### src/core/clock_timer_pkg.sv
// Purpose: shared constants and types for the clock timer tick accumulator
// Assumes: 32-bit register port, one 10 MHz clock
// Notes: offsets are byte addresses on the register port
package clock_timer_pkg;
  localparam int unsigned ADDR_W = 32;
  localparam int unsigned DATA_W = 32;

  localparam logic [ADDR_W-1:0] OFS_FLAG = 32'hFFFFE700;
  localparam logic [ADDR_W-1:0] OFS_CTRL = 32'hFFFFE704;
  localparam logic [ADDR_W-1:0] OFS_ACCUM = 32'hFFFFE708;

  // Control and flag register field positions
  localparam int unsigned CTRL_RUN_BIT = 0;
  localparam int unsigned CTRL_SEL_LSB = 1;
  localparam int unsigned CTRL_CLR_BIT = 3;
  localparam int unsigned CTRL_SPARE_LSB = 6;
  localparam int unsigned FLAG_BIT = 0;

  localparam logic [DATA_W-1:0] RESET_WORD = 32'h00000000;
  localparam logic CLR_READ_VALUE = 1'b1;
  localparam logic CLR_ACTIVE = 1'b0;

  // Timing: backup clock rate derived from the main clock
  localparam int unsigned CLK_HZ = 10_000_000;
  localparam int unsigned FS_HZ = 32_768;
  localparam int unsigned FS_DIV_DEF = CLK_HZ / FS_HZ;
  localparam int unsigned DIV_W = 16;
  localparam int unsigned PRESC_W = 15;

  typedef struct packed {
    logic [1:0] spare;
    logic [1:0] sel;
    logic run;
  } ctrl_s;

  typedef struct packed {
    logic wr;
    logic rd;
    logic [ADDR_W-1:0] addr;
    logic [DATA_W-1:0] wdata;
  } reg_req_s;

  localparam ctrl_s CTRL_RESET = '{spare: 2'h0, sel: 2'h0, run: 1'b0};
endpackage

### src/core/clock_timer_tick_accumulator.sv
// Purpose: clock timer control, backup reset monitor and tick accumulator
// Assumes: sys_rst is the backup-domain reset; register port is word-only
// Notes: read data appear the cycle after the read strobe
//
// Overview of operation
// - Registers take full 32-bit transfers only
// - Reads undefined before backup reset seen
// - Accumulator-clear bit always reads as one
// - Monitor flag set by writing one only
// - Backup reset clears monitor flag to zero
// - 32-bit accumulator counts each tick
// - Holds 2^32 ticks before overflow; one second each at interval 00 only
// - Accumulator write loads value, clears prescaler
// - Other flag bits read-only; reset zero
// - Run zero stops and clears; one counts
//
// The address-and-strobe port is this design's own decision.
`timescale 1ns/100ps
`default_nettype none
module clock_timer_tick_accumulator
  import clock_timer_pkg::*;
#(
  parameter logic [DIV_W-1:0] FS_DIV = DIV_W'(FS_DIV_DEF)
) (
  input wire logic mclk,
  input wire logic sys_rst,
  input wire reg_req_s reg_req,
  output logic [DATA_W-1:0] rdata,
  output logic interval_tick_interrupt
);
  typedef struct packed {
    ctrl_s ctrl;
    logic flag;
    logic [DATA_W-1:0] rdata;
  } top_state_s;

  top_state_s state_r;
  top_state_s state_nxt;

  logic [DATA_W-1:0] accum_count;
  logic accum_wr;
  logic accum_clr;
  logic ctrl_wr;
  logic stop_wr;
  logic tick;

  // Whole-word port, no byte lanes exist to split a transfer
  assign ctrl_wr = reg_req.wr && (reg_req.addr == OFS_CTRL);
  assign accum_wr = reg_req.wr && (reg_req.addr == OFS_ACCUM);
  assign accum_clr = ctrl_wr && (reg_req.wdata[CTRL_CLR_BIT] == CLR_ACTIVE);
  // Stop acts at the write edge, so no tick slips out one cycle later
  assign stop_wr = ctrl_wr && !reg_req.wdata[CTRL_RUN_BIT];

  tick_prescaler #(
    .FS_DIV(FS_DIV)
  ) tick_prescaler_inst (
    .mclk(mclk),
    .sys_rst(sys_rst),
    .run(state_r.ctrl.run),
    .restart(accum_wr || stop_wr),
    .sel(state_r.ctrl.sel),
    .tick(tick)
  );

  tick_accumulator tick_accumulator_inst (
    .mclk(mclk),
    .sys_rst(sys_rst),
    .load(accum_wr),
    .load_value(reg_req.wdata),
    .clear(accum_clr),
    .tick(tick),
    .count(accum_count)
  );

  always_comb begin
    logic [DATA_W-1:0] ctrl_word;
    ctrl_word = RESET_WORD;
    ctrl_word[CTRL_RUN_BIT] = state_r.ctrl.run;
    ctrl_word[CTRL_SEL_LSB +: 2] = state_r.ctrl.sel;
    ctrl_word[CTRL_CLR_BIT] = CLR_READ_VALUE;
    ctrl_word[CTRL_SPARE_LSB +: 2] = state_r.ctrl.spare;
    state_nxt = state_r;
    state_nxt.rdata = RESET_WORD;
    if (ctrl_wr) begin
      // Interval is taken as written; a change while running is software's hazard
      state_nxt.ctrl.run = reg_req.wdata[CTRL_RUN_BIT];
      state_nxt.ctrl.sel = reg_req.wdata[CTRL_SEL_LSB +: 2];
      state_nxt.ctrl.spare = reg_req.wdata[CTRL_SPARE_LSB +: 2];
    end
    if (reg_req.wr && (reg_req.addr == OFS_FLAG) && reg_req.wdata[FLAG_BIT]) begin
      state_nxt.flag = 1'b1;
    end
    if (reg_req.rd) begin
      unique case (reg_req.addr)
        OFS_FLAG: state_nxt.rdata[FLAG_BIT] = state_r.flag;
        OFS_CTRL: state_nxt.rdata = ctrl_word;
        OFS_ACCUM: state_nxt.rdata = accum_count;
        default: state_nxt.rdata = RESET_WORD;
      endcase
    end
  end

  always_ff @(posedge mclk or posedge sys_rst) begin
    if (sys_rst) begin
      state_r <= '{ctrl: CTRL_RESET, flag: 1'b0, rdata: RESET_WORD};
    end else begin
      state_r <= state_nxt;
    end
  end

  assign rdata = state_r.rdata;
  assign interval_tick_interrupt = tick;
endmodule
`default_nettype wire

### src/core/tick_accumulator.sv
// Purpose: 32-bit tick count accumulator
// Assumes: load and clear are single-cycle requests
// Notes: load beats clear beats increment
`timescale 1ns/100ps
`default_nettype none
module tick_accumulator
  import clock_timer_pkg::*;
(
  input wire logic mclk,
  input wire logic sys_rst,
  input wire logic load,
  input wire logic [DATA_W-1:0] load_value,
  input wire logic clear,
  input wire logic tick,
  output logic [DATA_W-1:0] count
);
  typedef struct packed {
    logic [DATA_W-1:0] count;
  } accum_state_s;

  accum_state_s state_r;
  accum_state_s state_nxt;

  always_comb begin
    state_nxt = state_r;
    if (load) begin
      state_nxt.count = load_value;
    end else if (clear) begin
      state_nxt.count = RESET_WORD;
    end else if (tick) begin
      // Plain wrap keeps counting after all ones
      state_nxt.count = state_r.count + DATA_W'(1);
    end
  end

  always_ff @(posedge mclk or posedge sys_rst) begin
    if (sys_rst) begin
      state_r <= '{count: RESET_WORD};
    end else begin
      state_r <= state_nxt;
    end
  end

  assign count = state_r.count;
endmodule
`default_nettype wire

### src/core/tick_prescaler.sv
// Purpose: backup clock enable and tick interval prescaler
// Assumes: run and restart are synchronous to mclk
// Notes: tick is a one-cycle pulse from a flip-flop
`timescale 1ns/100ps
`default_nettype none
module tick_prescaler
  import clock_timer_pkg::*;
#(
  parameter logic [DIV_W-1:0] FS_DIV = DIV_W'(FS_DIV_DEF)
) (
  input wire logic mclk,
  input wire logic sys_rst,
  input wire logic run,
  input wire logic restart,
  input wire logic [1:0] sel,
  output logic tick
);
  typedef struct packed {
    logic [DIV_W-1:0] div;
    logic [PRESC_W-1:0] presc;
    logic tick;
  } presc_state_s;

  presc_state_s state_r;
  presc_state_s state_nxt;

  // Interval 00 is the longest, each step halves it
  function automatic logic [PRESC_W-1:0] last_count(input logic [1:0] s);
    last_count = PRESC_W'({PRESC_W{1'b1}} >> s);
  endfunction

  always_comb begin
    logic fs_en;
    fs_en = (state_r.div == FS_DIV - DIV_W'(1));
    state_nxt = state_r;
    state_nxt.tick = 1'b0;
    if (!run || restart) begin
      state_nxt.div = '0;
      state_nxt.presc = '0;
    end else begin
      state_nxt.div = fs_en ? '0 : state_r.div + DIV_W'(1);
      if (fs_en) begin
        if (state_r.presc >= last_count(sel)) begin
          state_nxt.presc = '0;
          state_nxt.tick = 1'b1;
        end else begin
          state_nxt.presc = state_r.presc + PRESC_W'(1);
        end
      end
    end
  end

  always_ff @(posedge mclk or posedge sys_rst) begin
    if (sys_rst) begin
      state_r <= '0;
    end else begin
      state_r <= state_nxt;
    end
  end

  assign tick = state_r.tick;
endmodule
`default_nettype wire

### config.mk
export PLATFORM = sky130hd
export DESIGN_NAME = clock_timer_tick_accumulator
export DESIGN_NICKNAME = d
export VERILOG_FILES = /design/src/core/clock_timer_pkg.sv /design/src/core/clock_timer_tick_accumulator.sv /design/src/core/tick_accumulator.sv /design/src/core/tick_prescaler.sv
export SDC_FILE = /design/constraint.sdc
export NUM_CORES = 1
export LEC_CHECK = 0
export ABC_CLOCK_PERIOD_IN_PS = 4600
export CAP_MARGIN = 0
export CELL_PAD_IN_SITES_DETAIL_PLACEMENT = 1
export CELL_PAD_IN_SITES_GLOBAL_PLACEMENT = 2
export CORE_ASPECT_RATIO = 0.8
export CORE_MARGIN = 5
export CORE_UTILIZATION = 44
export CTS_BUF_LIST = sky130_fd_sc_hd__clkbuf_4 sky130_fd_sc_hd__clkbuf_8
export DETAILED_ROUTE_END_ITERATION = 8
export DONT_BUFFER_PORTS = 1
export GPL_ROUTABILITY_DRIVEN = 0
export PLACE_DENSITY_LB_ADDON = 0.1
export SETUP_SLACK_MARGIN = 0.5
export SLEW_MARGIN = 10
export SYNTH_ARGS = -nofsm -noshare
export SYNTH_HDL_FRONTEND = slang
export SYNTH_HIERARCHICAL = 1
export SYNTH_SLANG_ARGS = --single-unit
### constraint.sdc
create_clock -name mclk -period 4.6 [get_ports mclk]
set_clock_uncertainty 0.05 [all_clocks]
set_input_delay 0.23 -clock mclk [delete_from_list [all_inputs] [get_ports mclk]]
set_output_delay 0.23 -clock mclk [all_outputs]
set_load 0.03 [all_outputs]
# [Word level (Yosys, flattened, before mapping)]
# Cells that the tools add are included.
[op_classes] eq_ne=4 order_cmp=1 n_shift=1 bitwise_logic=1 reduce_logical=12 mux=12 add_sub_neg=3
[op_table] cell="$mux W32" n=4
[op_table] cell="$eq A32 B32 Y1 const B" n=3
[op_table] cell="$pmux W31 S2" n=1
[op_table] cell="$add A32 B1 Y32 const B" n=1
[op_table] cell="$mux W16" n=2
[op_table] cell="$mux W31" n=1
[op_table] cell="$add A16 B1 Y16 const B" n=1
[op_table] cell="$eq A16 B9 Y1 const B" n=1
[op_table] cell="$add A15 B1 Y15 const B" n=1
[op_table] cell="$ge A15 B15 Y1" n=1
[op_table] cell="$mux W15" n=1
[op_table] cell="$shr A15 B2 Y15 const A" n=1
[op_table] cell="$logic_and A1 B1 Y1" n=6
[op_table] cell="$pmux W1 S3" n=1
[op_table] cell="$reduce_bool A3 Y1" n=1
[op_table] cell="$logic_not A1 Y1" n=2
[op_table] cell="$logic_or A1 B1 Y1" n=2
[op_table] cell="$mux W1" n=2
[op_table] cell="$reduce_bool A2 Y1" n=1
[op_table] cell="$not A1 Y1" n=1
[word_totals] reg_bits=102

# [Longest topological paths before layout]
# Gate-level depths: netlist (run 1).
[logic_depth] word_depth=6 depth_mapped=10

# [Cells and area by module]
# The synthesis (run 1) kept the hierarchy.
[modules_own_cells] mod="tick_accumulator" n_inst=1 area_each_um2=2088.3 cells_per_inst=258
[modules_own_cells] mod="tick_prescaler" n_inst=1 area_each_um2=1896.8 cells_per_inst=189
[modules_own_cells] mod="clock_timer_tick_accumulator" n_inst=1 area_each_um2=1729.2 cells_per_inst=148

# [Worst setup path before layout (run 1)]
# OpenSTA, ideal clock, no wires.
[synth_path] path_type="register -> register" from="register tick_prescaler_inst.state_r (netlist bit tick_prescaler_inst/tick)" to="register tick_accumulator_inst.state_r (netlist bit tick_accumulator_inst/count[21])" arrival_time_ns=2.065 path_stages_with_launch=7 t_required_ns=4.424 setup_slack_ns=2.359 cell_sequence="dfrtp_1 > buf_2 > nand3_4 > or4_4 > buf_6 > o31a_1 > a221o_1"
[synth_via] elab_chain_len=1
[synth_lines] element="from (decl)" line="tick_prescaler.sv:24" source="presc_state_s state_r;"
[synth_lines] element="from (signal assigned)" line="tick_prescaler.sv:57" source="state_r <= state_nxt;"
[synth_lines] element="$reduce_bool A3 Y1 (no source line)"
[synth_lines] element="to (signal assigned)" line="tick_accumulator.sv:38" source="state_r <= '{count: RESET_WORD};"
[synth_lines] element="to (signal assigned)" line="tick_accumulator.sv:40" source="state_r <= state_nxt;"
[synth_lines] element="to (decl)" line="tick_accumulator.sv:21" source="accum_state_s state_r;"
# Every way passes these cells.
# A chain may end at the register's enable or synchronous reset.

==> run_results.csv, run 1 <==
group,metric,value,unit
clocking,cts_buffers,9,
place,dp.cells,722,
sta,holdWs,44.5,ps
die,fp.dieW,137,um
critical_path,critPathCaptureType,"register",
finish,drive_above_1_share,8.89,%
critical_path,r2r_slack,2140,ps
logic_synthesis,postSynthAreaPerCell,9.60,um2
finish,fin_cells,771,
place,hpwl,11100,um
global_route,grt.overflow.total,0,
die,die_area,15400,um2
pwr,share_comb_of_total_power,3.6,%
logic_synthesis,ys_top_cells_by_area,"dfrtp_1 (45%), buf_4 (4.3%), and2_1 (3.5%)",
sta,slew_headroom,26.7,%
sta,setup_viol,0,
die,start_util,44.7,%
place,io_buffers,0,
sta,min_period,2460,ps
sta,drv_slew,0,
logic_synthesis,synth_edf_count,0,
finish,final_cell_mix,"dfrtp_1 (102), nand2_1 (51), nor2_1 (46)",
hold_path,whs_path_depth,3,
pwr,switchingPower,0.000338,W
critical_path,r2r_cells,6,
clocking,path_clk_slew,90,ps
logic_synthesis,synth_seq_area_share,44.7,%
detailed_routing,drtPass1Iterations,7,
detailed_routing,detail_route.wl_per_cell,20.2,um
sta,hold_violations,0,
global_route,antenna_found_initial,0,
sta,grt_setup_unrepaired,"false",
detailed_routing,vias,4543,
sta,setup_tns,0,ps
die,die_h,112,um
finish,final_nets,667,
critical_path,worstReg2RegStart,"tick_prescaler_inst/state_r[16]",
run_status,status,"complete, no violations",
hold_path,min_path_type,"primary input to register",
sta,period_share,53.5,%
clocking,clock_path_buffers,2,
sta,worst_slack,2140,ps
pwr,p_sw_share,22.0,%
hold_path,worstHoldStart,"reg_req[8]",
pwr,p_leak,2.44,nW
pwr,p_int,0.00120,W
logic_synthesis,syn_area,5710,um2
detailed_routing,drt-initial-drc-count,299,
critical_path,cp.required,4800,ps
global_route,grt_pass1_wl,25700,um
clocking,cts_tree,"built",
die,ioPinCount,101,
logic_synthesis,async_flop_share,100,%
critical_path,reg2reg_to,"tick_prescaler_inst/state_r[20]",
logic_synthesis,yosys.area.top_type,"dfrtp_1",
critical_path,cp_max_fo,15,
pwr,seqPwrFrac,58.4,%
pwr,ir_drop,122,uV
detailed_routing,viasPerCell,5.89,
global_route,grtUsageTotal,21.2,%
pwr,power_density,249,nW/um2
global_route,grt_pass1_vias,4846,
sta,worst_pin_slew,1090,ps
logic_synthesis,synth_top_area_share,44.7,%
clocking,clk_latency,390,ps
die,core_area,12800,um2
detailed_routing,drc,0,
die,rows,37,
finish,n_fill_cell,1468,
hold_path,min_to,"tick_accumulator_inst/count[8]",
clocking,cts_sinks,102,
clocking,cts_root_buffer,"clkbuf_8",
clocking,cts_max_level,3,
logic_synthesis,synth_ff_type,"dfrtp_1",
pwr,clockPowerShare,38.0,%
sta,max_clock_freq,406,MHz
run,drv_cap,0,
critical_path,path_class,"register to register",
logic_synthesis,synth_nets,670,
finish,n_antenna_cell,0,
place,pre_cts_ws,1870,ps
critical_path,startpoint_type,"register",
critical_path,crit_arrival,2660,ps
finish,mostFrequentLayoutCell,"dfrtp_1",
detailed_routing,ant_nets,0,
logic_synthesis,ys_types,73,
logic_synthesis,ys_ff_latch,102,
logic_synthesis,yosys_warnings,6,
logic_synthesis,postSynthCellCount,595,
global_route,grt_max_degree,50,
finish,syn_to_final_growth,8.01,%
detailed_routing,drt-total-wl,15600,um
-- layout make-up --
type | instances | area [um2] | share of cell area (%)
well taps | 175 | 219 | 3.55
clock inverters | 3 | 45.0 | 0.730
multi-input cells | 418 | 2730 | 44.3
inverters | 19 | 71.3 | 1.16
repair buffers | 42 | 400 | 6.49
flip-flops and latches | 102 | 2550 | 41.4
clock buffers | 12 | 153 | 2.47
-- sequential cells by signal, indices dropped and copies added, names as in the netlist --
signal	cells
rdata	32
tick_accumulator_inst/count	32
tick_prescaler_inst/tick	1
tick_prescaler_inst/state_r	31
state_r	6
-- what timing repair did --
| action | 4_1_cts | 5_1_grt |
|---|---|---|
| gates resized for setup | 0 | 0 |
| endpoints found under the hold margin | 140 | 0 |
| hold buffers | 34 | 0 |
| setup buffers | 0 | 0 |
-- synth_stat cells, types with 8 or more instances --
cell and n:
clkbuf_1 11, nor4_1 13, nor3_1 18, dfrtp_1 102, o21ai_0 15, nand4_1 23, buf_4 33, inv_1 19
nand2_1 51, a32oi_1 8, and2_1 32, and4_1 9, a21oi_1 17, xnor2_1 19, nand3_1 33, nor2_1 47
o211ai_1 8
-- logic make-up (layout without fill, tap and decap cells) --
group | count (synthesis) | after routing | synth area share, %
and+or+nand+nor | 280 | 280 | 27.7
xor gates and xnor gates | 26 | 26 | 3.99
buffers and inverters | 75 | 76 | 7.66
AOI/OAI and AO/OA | 96 | 96 | 12.7
DFF | 102 | 102 | 44.7
muxes | 9 | 9 | 1.69
adders and majority gates | 7 | 7 | 1.53
-- stage by stage --
stage               utilization, %  power, W  instance area [um2]
floorplan                        -  0.000935                 5710
global placement              44.1  0.000944                 5630
detailed placement            44.1  0.000945                 5630
CTS                           48.3   0.00156                 6170
global route                  48.3   0.00160                 6170
finish                        48.3   0.00153                 6170
-- power groups by stage --
stage	registers [W]	logic, W	clock network, W
CTS	0.000896	0.0000580	0.000610
global route	0.000896	0.0000630	0.000644
global placement	0.000914	0.0000307	0
detailed placement	0.000914	0.0000316	0
finish	0.000896	0.0000560	0.000583
floorplan	0.000914	0.0000210	0
-- how the worst max path moves through the flow --
stage                                               start                         endpoint  slack, ps  cells past startpoint
after CTS                 tick_prescaler_inst/state_r[16]  tick_prescaler_inst/state_r[20]       2090                      6
after global placement                        reg_req[37]  tick_accumulator_inst/count[15]       1980                     10
after global routing      tick_prescaler_inst/state_r[16]  tick_prescaler_inst/state_r[26]       1820                      6
after detailed placement                      reg_req[37]  tick_accumulator_inst/count[15]       1870                     10
after floorplan                  tick_prescaler_inst/tick  tick_accumulator_inst/count[21]       2360                      6
final                     tick_prescaler_inst/state_r[16]  tick_prescaler_inst/state_r[20]       2140                      6
-- layer usage --
layer / vias to the layer above / routed length, um / global-route usage (%)
li1: 2124 / - / -
met1: 2277 / 7620 / 31.4
met2: 132 / 6830 / 30.5
met3: 10 / 983 / 6.32
met4: 0 / 156 / 4.26
met5: - / 0 / 0
-- worst max-delay path: stages, from the launching register on --
cell and delay, ps:
dfrtp_1 430, inv_1 80, ha_1 130, nor4b_1 270
nand4_1 590, nand2_1 670, nor2_1 110
(Power assumes the default switching activity.)
==> inputs of run 2 (changes only) <==
Settings changed: ABC_CLOCK_PERIOD_IN_PS 4600 to 2100, CORE_UTILIZATION 44 to 37.
Clock period 4.6 ns to 2.1 ns, I/O delays scaled along.
==> run_results.csv, run 2 (same netlist as run 1, synthesis figures left out) <==
group,metric,value,unit
run_status,status,"complete, no violations",
die,ioPinCount,101,
finish,syn_to_final_growth,38.2,%
clocking,cts_max_level,3,
finish,final_nets,765,
finish,n_antenna_cell,0,
sta,hold_violations,0,
detailed_routing,viasPerCell,5.39,
clocking,clk_latency,390,ps
sta,drv_slew,0,
sta,max_clock_freq,511,MHz
detailed_routing,drtPass1Iterations,4,
critical_path,cp.required,2370,ps
hold_path,worstHoldStart,"reg_req[65]",
die,core_area,15100,um2
pwr,share_comb_of_total_power,4.1,%
sta,worst_pin_slew,854,ps
finish,final_util,52.4,%
die,die_area,18000,um2
critical_path,cp_max_fo,7,
pwr,switchingPower,0.000838,W
pwr,ir_drop,280,uV
place,place_area,6210,um2
critical_path,critPathCaptureType,"register",
detailed_routing,detail_route.wl_per_cell,20.1,um
die,rows,40,
critical_path,worstReg2RegStart,"state_r[35]",
critical_path,startpoint_type,"register",
critical_path,r2r_slack,140,ps
pwr,power_density,419,nW/um2
sta,setup_viol,0,
clocking,path_clk_slew,110,ps
detailed_routing,drt-total-wl,18200,um
clocking,cts_buffers,9,
place,io_buffers,0,
pwr,p_leak,3.16,nW
clocking,cts_tree,"built",
critical_path,crit_arrival,2230,ps
place,dp.cells,807,
global_route,grt.overflow.total,0,
global_route,antenna_found_initial,0,
sta,grt_setup_unrepaired,"true",
global_route,grt_pass1_wl,29100,um
sta,setup_tns,0,ps
detailed_routing,ant_nets,0,
place,hpwl,12300,um
pwr,p_sw_share,25.3,%
global_route,grtUsageTotal,20.3,%
finish,mostFrequentLayoutCell,"dfrtp_1",
finish,fin_cells,905,
hold_path,min_path_type,"primary input to register",
pwr,seqPwrFrac,59.3,%
run,drv_cap,0,
global_route,grt_max_degree,39,
sta,period_share,93.2,%
detailed_routing,drt-initial-drc-count,210,
detailed_routing,vias,4878,
die,die_h,121,um
finish,final_cell_mix,"dfrtp_1 (90), buf_4 (71), nand2_1 (46)",
critical_path,cp-startpoint,"state_r[35]",
clocking,cts_sinks,102,
pwr,p_total,0.00331,W
global_route,grt_pass1_vias,5277,
clocking,clock_path_buffers,2,
sta,slew_headroom,43.0,%
pwr,p_int,0.00247,W
detailed_routing,drc,0,
sta,min_period,1960,ps
critical_path,path_class,"register to register",
pwr,clockPowerShare,36.7,%
finish,stdcell_area,7900,um2
die,fp.dieW,149,um
finish,drive_above_1_share,36.3,%
die,start_util,37.9,%
clocking,cts_root_buffer,"clkbuf_8",
-- run 2: changes by cell type in the layout (fill, tap and decap cells not counted), sizes merged, moves of 2 or more --
cell / before / now
inv: 19 / 24
dlygate4sd3: 34 / 39
clkbuf: 12 / 10
buf: 8 / 99
clkinv: 0 / 2
clkinvlp: 2 / 0
-- run 2: final cells by class --
class                      count  area [um2]
multi-input combinational    419        3470
fill                        1652        7170
tap                          210         263
inverter                      19        71.3
sequential                   102        2570
clock buffer                   9         124
clock inverter                 7        53.8
timing repair buffer         139        1350
-- run 2: power by group through the flow --
stage | clock [W] | sequential, W | combinational, W
finish | 0.00121 | 0.00196 | 0.000135
global route | 0.00136 | 0.00196 | 0.000151
CTS | 0.00127 | 0.00196 | 0.000138
detailed placement | 0 | 0.00200 | 0.0000750
global placement | 0 | 0.00200 | 0.0000727
floorplan | 0 | 0.00200 | 0.0000476
-- run 2: final timing paths --
path,endpoint,cells past startpoint
setup / recovery,tick_prescaler_inst/state_r[6],7
hold / removal,state_r[34],3
setup reg to reg,tick_prescaler_inst/state_r[6],7
hold reg to reg,state_r[32],1
max in group asynchronous,state_r[36],2
min in group asynchronous,tick_prescaler_inst/state_r[18],3
-- run 2: metal layers --
layer	vias up	global-route usage [%]	share of wire, %
li1	2313	-	-
met2	106	31.8	47
met4	0	3.72	0.85
met5	-	0	0
met1	2447	28.9	48
met3	12	4.78	4.7
-- run 2: repair_timing --
item                       4_1_cts  5_1_grt
setup endpoints to repair       56       59
pin swaps                       22       47
hold buffers                    40        0
hold endpoints to repair       146        0
cloned                           1        2
buffers inserted                18       22
resized for setup               42      116
-- run 2: critical path, stage by stage (launching register included) --
cell and delay (ps):
dfrtp_1 430, or2_4 250, ha_4 230, buf_12 130, a211oi_4 300, nand3b_4 200, buf_6 180, o211ai_2 120
-- run 2: per-stage QoR --
| stage | setup slack (ps) | hold WS (ps) |
|---|---|---|
| after floorplan | 114 | 171 |
| after CTS | 181 | 32.8 |
| after global routing | 77.9 | 39.0 |
| final | 144 | 60.0 |
| after global placement | 133 | 73.3 |
| after detailed placement | 86.8 | 77.6 |
==> inputs of run 3 (changes only) <==
Settings changed: SYNTH_HIERARCHICAL 1 to default.
==> run_results.csv, run 3 <==
group,metric,value,unit
run_status,status,"complete, no violations",
detailed_routing,detail_route.wl_per_cell,21.6,um
clocking,path_clk_slew,100,ps
pwr,p_leak,3.60,nW
finish,syn_to_final_growth,51.6,%
logic_synthesis,ys_top_cells_by_count,"dfrtp_1 (102), nor2_1 (70), nand2_1 (51)",
pwr,switchingPower,0.000837,W
critical_path,critPathCaptureType,"register",
logic_synthesis,synth_seq_area_share,45.1,%
pwr,seqPwrFrac,55.5,%
logic_synthesis,synth_edf_count,0,
pwr,p_int,0.00270,W
hold_path,worstHoldStart,"reg_req[65]",
critical_path,startpoint_type,"register",
logic_synthesis,ys_types,61,
die,fp.dieW,148,um
logic_synthesis,async_flop_share,100,%
clocking,cts_max_level,3,
finish,n_antenna_cell,0,
finish,final_cell_mix,"dfrtp_1 (97), buf_4 (77), nand2_1 (42)",
run,drv_cap,0,
place,dp.cells,808,
clocking,clock_path_buffers,2,
logic_synthesis,synth_nets,682,
global_route,grtUsageTotal,21.9,%
pwr,power_density,412,nW/um2
clocking,cts_buffers,9,
hold_path,min_path_type,"primary input to register",
critical_path,worstReg2RegStart,"state_r[35]",
clocking,cts_tree,"built",
finish,drive_above_1_share,42.6,%
logic_synthesis,postSynthAreaPerCell,9.32,um2
pwr,p_sw_share,23.7,%
critical_path,crit_arrival,2350,ps
die,ioPinCount,101,
sta,slew_headroom,61.4,%
global_route,grt_pass1_vias,5665,
place,hpwl,12000,um
detailed_routing,ant_nets,0,
sta,period_share,99.4,%
die,die_h,121,um
finish,n_fill_cell,1570,
detailed_routing,viasPerCell,5.77,
finish,mostFrequentLayoutCell,"dfrtp_1",
place,io_buffers,0,
detailed_routing,drt-total-wl,20000,um
critical_path,path_class,"register to register",
pwr,ir_drop,254,uV
place,place_area,6250,um2
logic_synthesis,yosys_warnings,0,
logic_synthesis,yosysMostFrequentCell,"dfrtp_1",
logic_synthesis,postSynthCellCount,607,
detailed_routing,drt-initial-drc-count,221,
logic_synthesis,yosys.area.top_type,"dfrtp_1",
logic_synthesis,ys_ff_latch,102,
die,rows,40,
logic_synthesis,synth_ff_type,"dfrtp_1",
finish,final_nets,804,
global_route,antenna_found_initial,0,
sta,min_period,2090,ps
clocking,clk_latency,410,ps
sta,drv_slew,0,
die,start_util,37.7,%
critical_path,cp.required,2360,ps
die,die_area,17900,um2
global_route,grt.overflow.total,0,
detailed_routing,drtPass1Iterations,4,
finish,multiInputGateArea,3640,um2
global_route,grt_pass1_wl,30900,um
pwr,share_comb_of_total_power,3.8,%
finish,regArea,2560,um2
critical_path,cp_max_fo,5,
finish,stdcell_area,8580,um2
sta,setup_viol,0,
global_route,grt_max_degree,102,
logic_synthesis,syn_area,5660,um2
clocking,cts_root_buffer,"clkbuf_8",
pwr,clockPowerShare,40.7,%
sta,max_clock_freq,479,MHz
sta,hold_violations,0,
clocking,cts_sinks,102,
critical_path,cp-startpoint,"state_r[35]",
finish,fin_cells,923,
sta,holdWs,51.6,ps
detailed_routing,vias,5328,
detailed_routing,drc,0,
sta,grt_setup_unrepaired,"true",
sta,worst_pin_slew,579,ps
logic_synthesis,ys_top_cells_by_area,"dfrtp_1 (45%), nor2_1 (4.6%), buf_4 (4.5%)",
logic_synthesis,synth_top_area_share,45.1,%
die,core_area,15000,um2
==> run 3: cell types whose count changed after synthesis, moves of 6 or more <==
cell and change:
nor2_1 +23, xnor2_1 -15, a31oi_1 +11, a21oi_1 +10, clkbuf_1 +8, inv_1 -8
nand3_1 -8, o21ai_0 -8, a311oi_1 +7, o2bb2ai_1 -7, a21o_1 +6, a31o_2 +6
o211ai_1 -6
==> run 3: worst paths after layout <==
path / to / slack, ps / depth (start not counted)
worst max-delay path: tick_prescaler_inst.state_r[10] / 10 / 9
worst min-delay path: state_r[32] / 50 / 2
worst max register to register: tick_prescaler_inst.state_r[10] / 10 / 9
worst min register to register: state_r[32] / 450 / 1
max in group asynchronous: rdata[22] / 1250 / 3
min in group asynchronous: tick_accumulator_inst.count[11] / 280 / 3
==> run 3: critical path, stage by stage, from the launching register on <==
cell      delay [ps]
dfrtp_1          420
or2_4            270
ha_4             250
nand3_4           60
nor3_4            50
buf_6            130
a211oi_4         260
buf_6            180
a31oi_1           70
a311oi_1         240
==> run 3: through the flow <==
step / setup slack, ps / total power [W] / util, % / setup TNS [ps]
floorplan: -11.3 / 0.00205 / - / -122
global placement: -89.9 / 0.00207 / 41.7 / -615
detailed placement: -143 / 0.00207 / 41.7 / -1970
CTS: -33.8 / 0.00358 / 53.3 / -135
global route: -93.3 / 0.00369 / 57.1 / -472
finish: 12.4 / 0.00354 / 57.1 / 0
==> run 3: area by class of cell <==
cell class	count	share of cell area (%)
clock buffers	9	1.44
clock inverters	7	1.14
inverters	12	0.583
multi-input cells	431	42.4
flip-flops and latches	102	29.8
well taps	189	2.76
repair buffers	173	21.8
==> run 3: cells by family (layout without fill, tap and decap cells) <==
logic type	Yosys count	in the layout	share of synthesized area, %
flops	102	102	45.1
fa+ha+maj	7	7	1.55
compound gates	123	123	16.5
mux	7	7	1.35
xor+xnor	14	14	2.17
buf+inv	74	201	7.58
simple gates	280	280	25.8
==> run 3: routing by layer <==
layer  vias up  part of all wire (%)  track usage, %
met5         -                     0               0
met2       162                    47            34.0
met3        16                   5.7            5.92
met1      2703                    47            30.7
met4         0                   1.1            4.62
li1       2447                     -               -
==> run 3: timing repair <==
item / CTS / global route
hold endpoints to repair: 141 / 0
endpoints found under the setup margin: 67 / 69
resized for setup: 166 / 79
gates cloned: 9 / 1
pin swaps: 72 / 48
setup buffers: 34 / 18
hold buffers: 37 / 0
==> run 3: power by group through the flow <==
stage	Combinational, W	Sequential (W)	Clock, W
finish	0.000136	0.00196	0.00144
global route	0.000151	0.00196	0.00157
CTS	0.000136	0.00196	0.00148
detailed placement	0.0000677	0.00200	0
global placement	0.0000663	0.00200	0
floorplan	0.0000457	0.00200	0
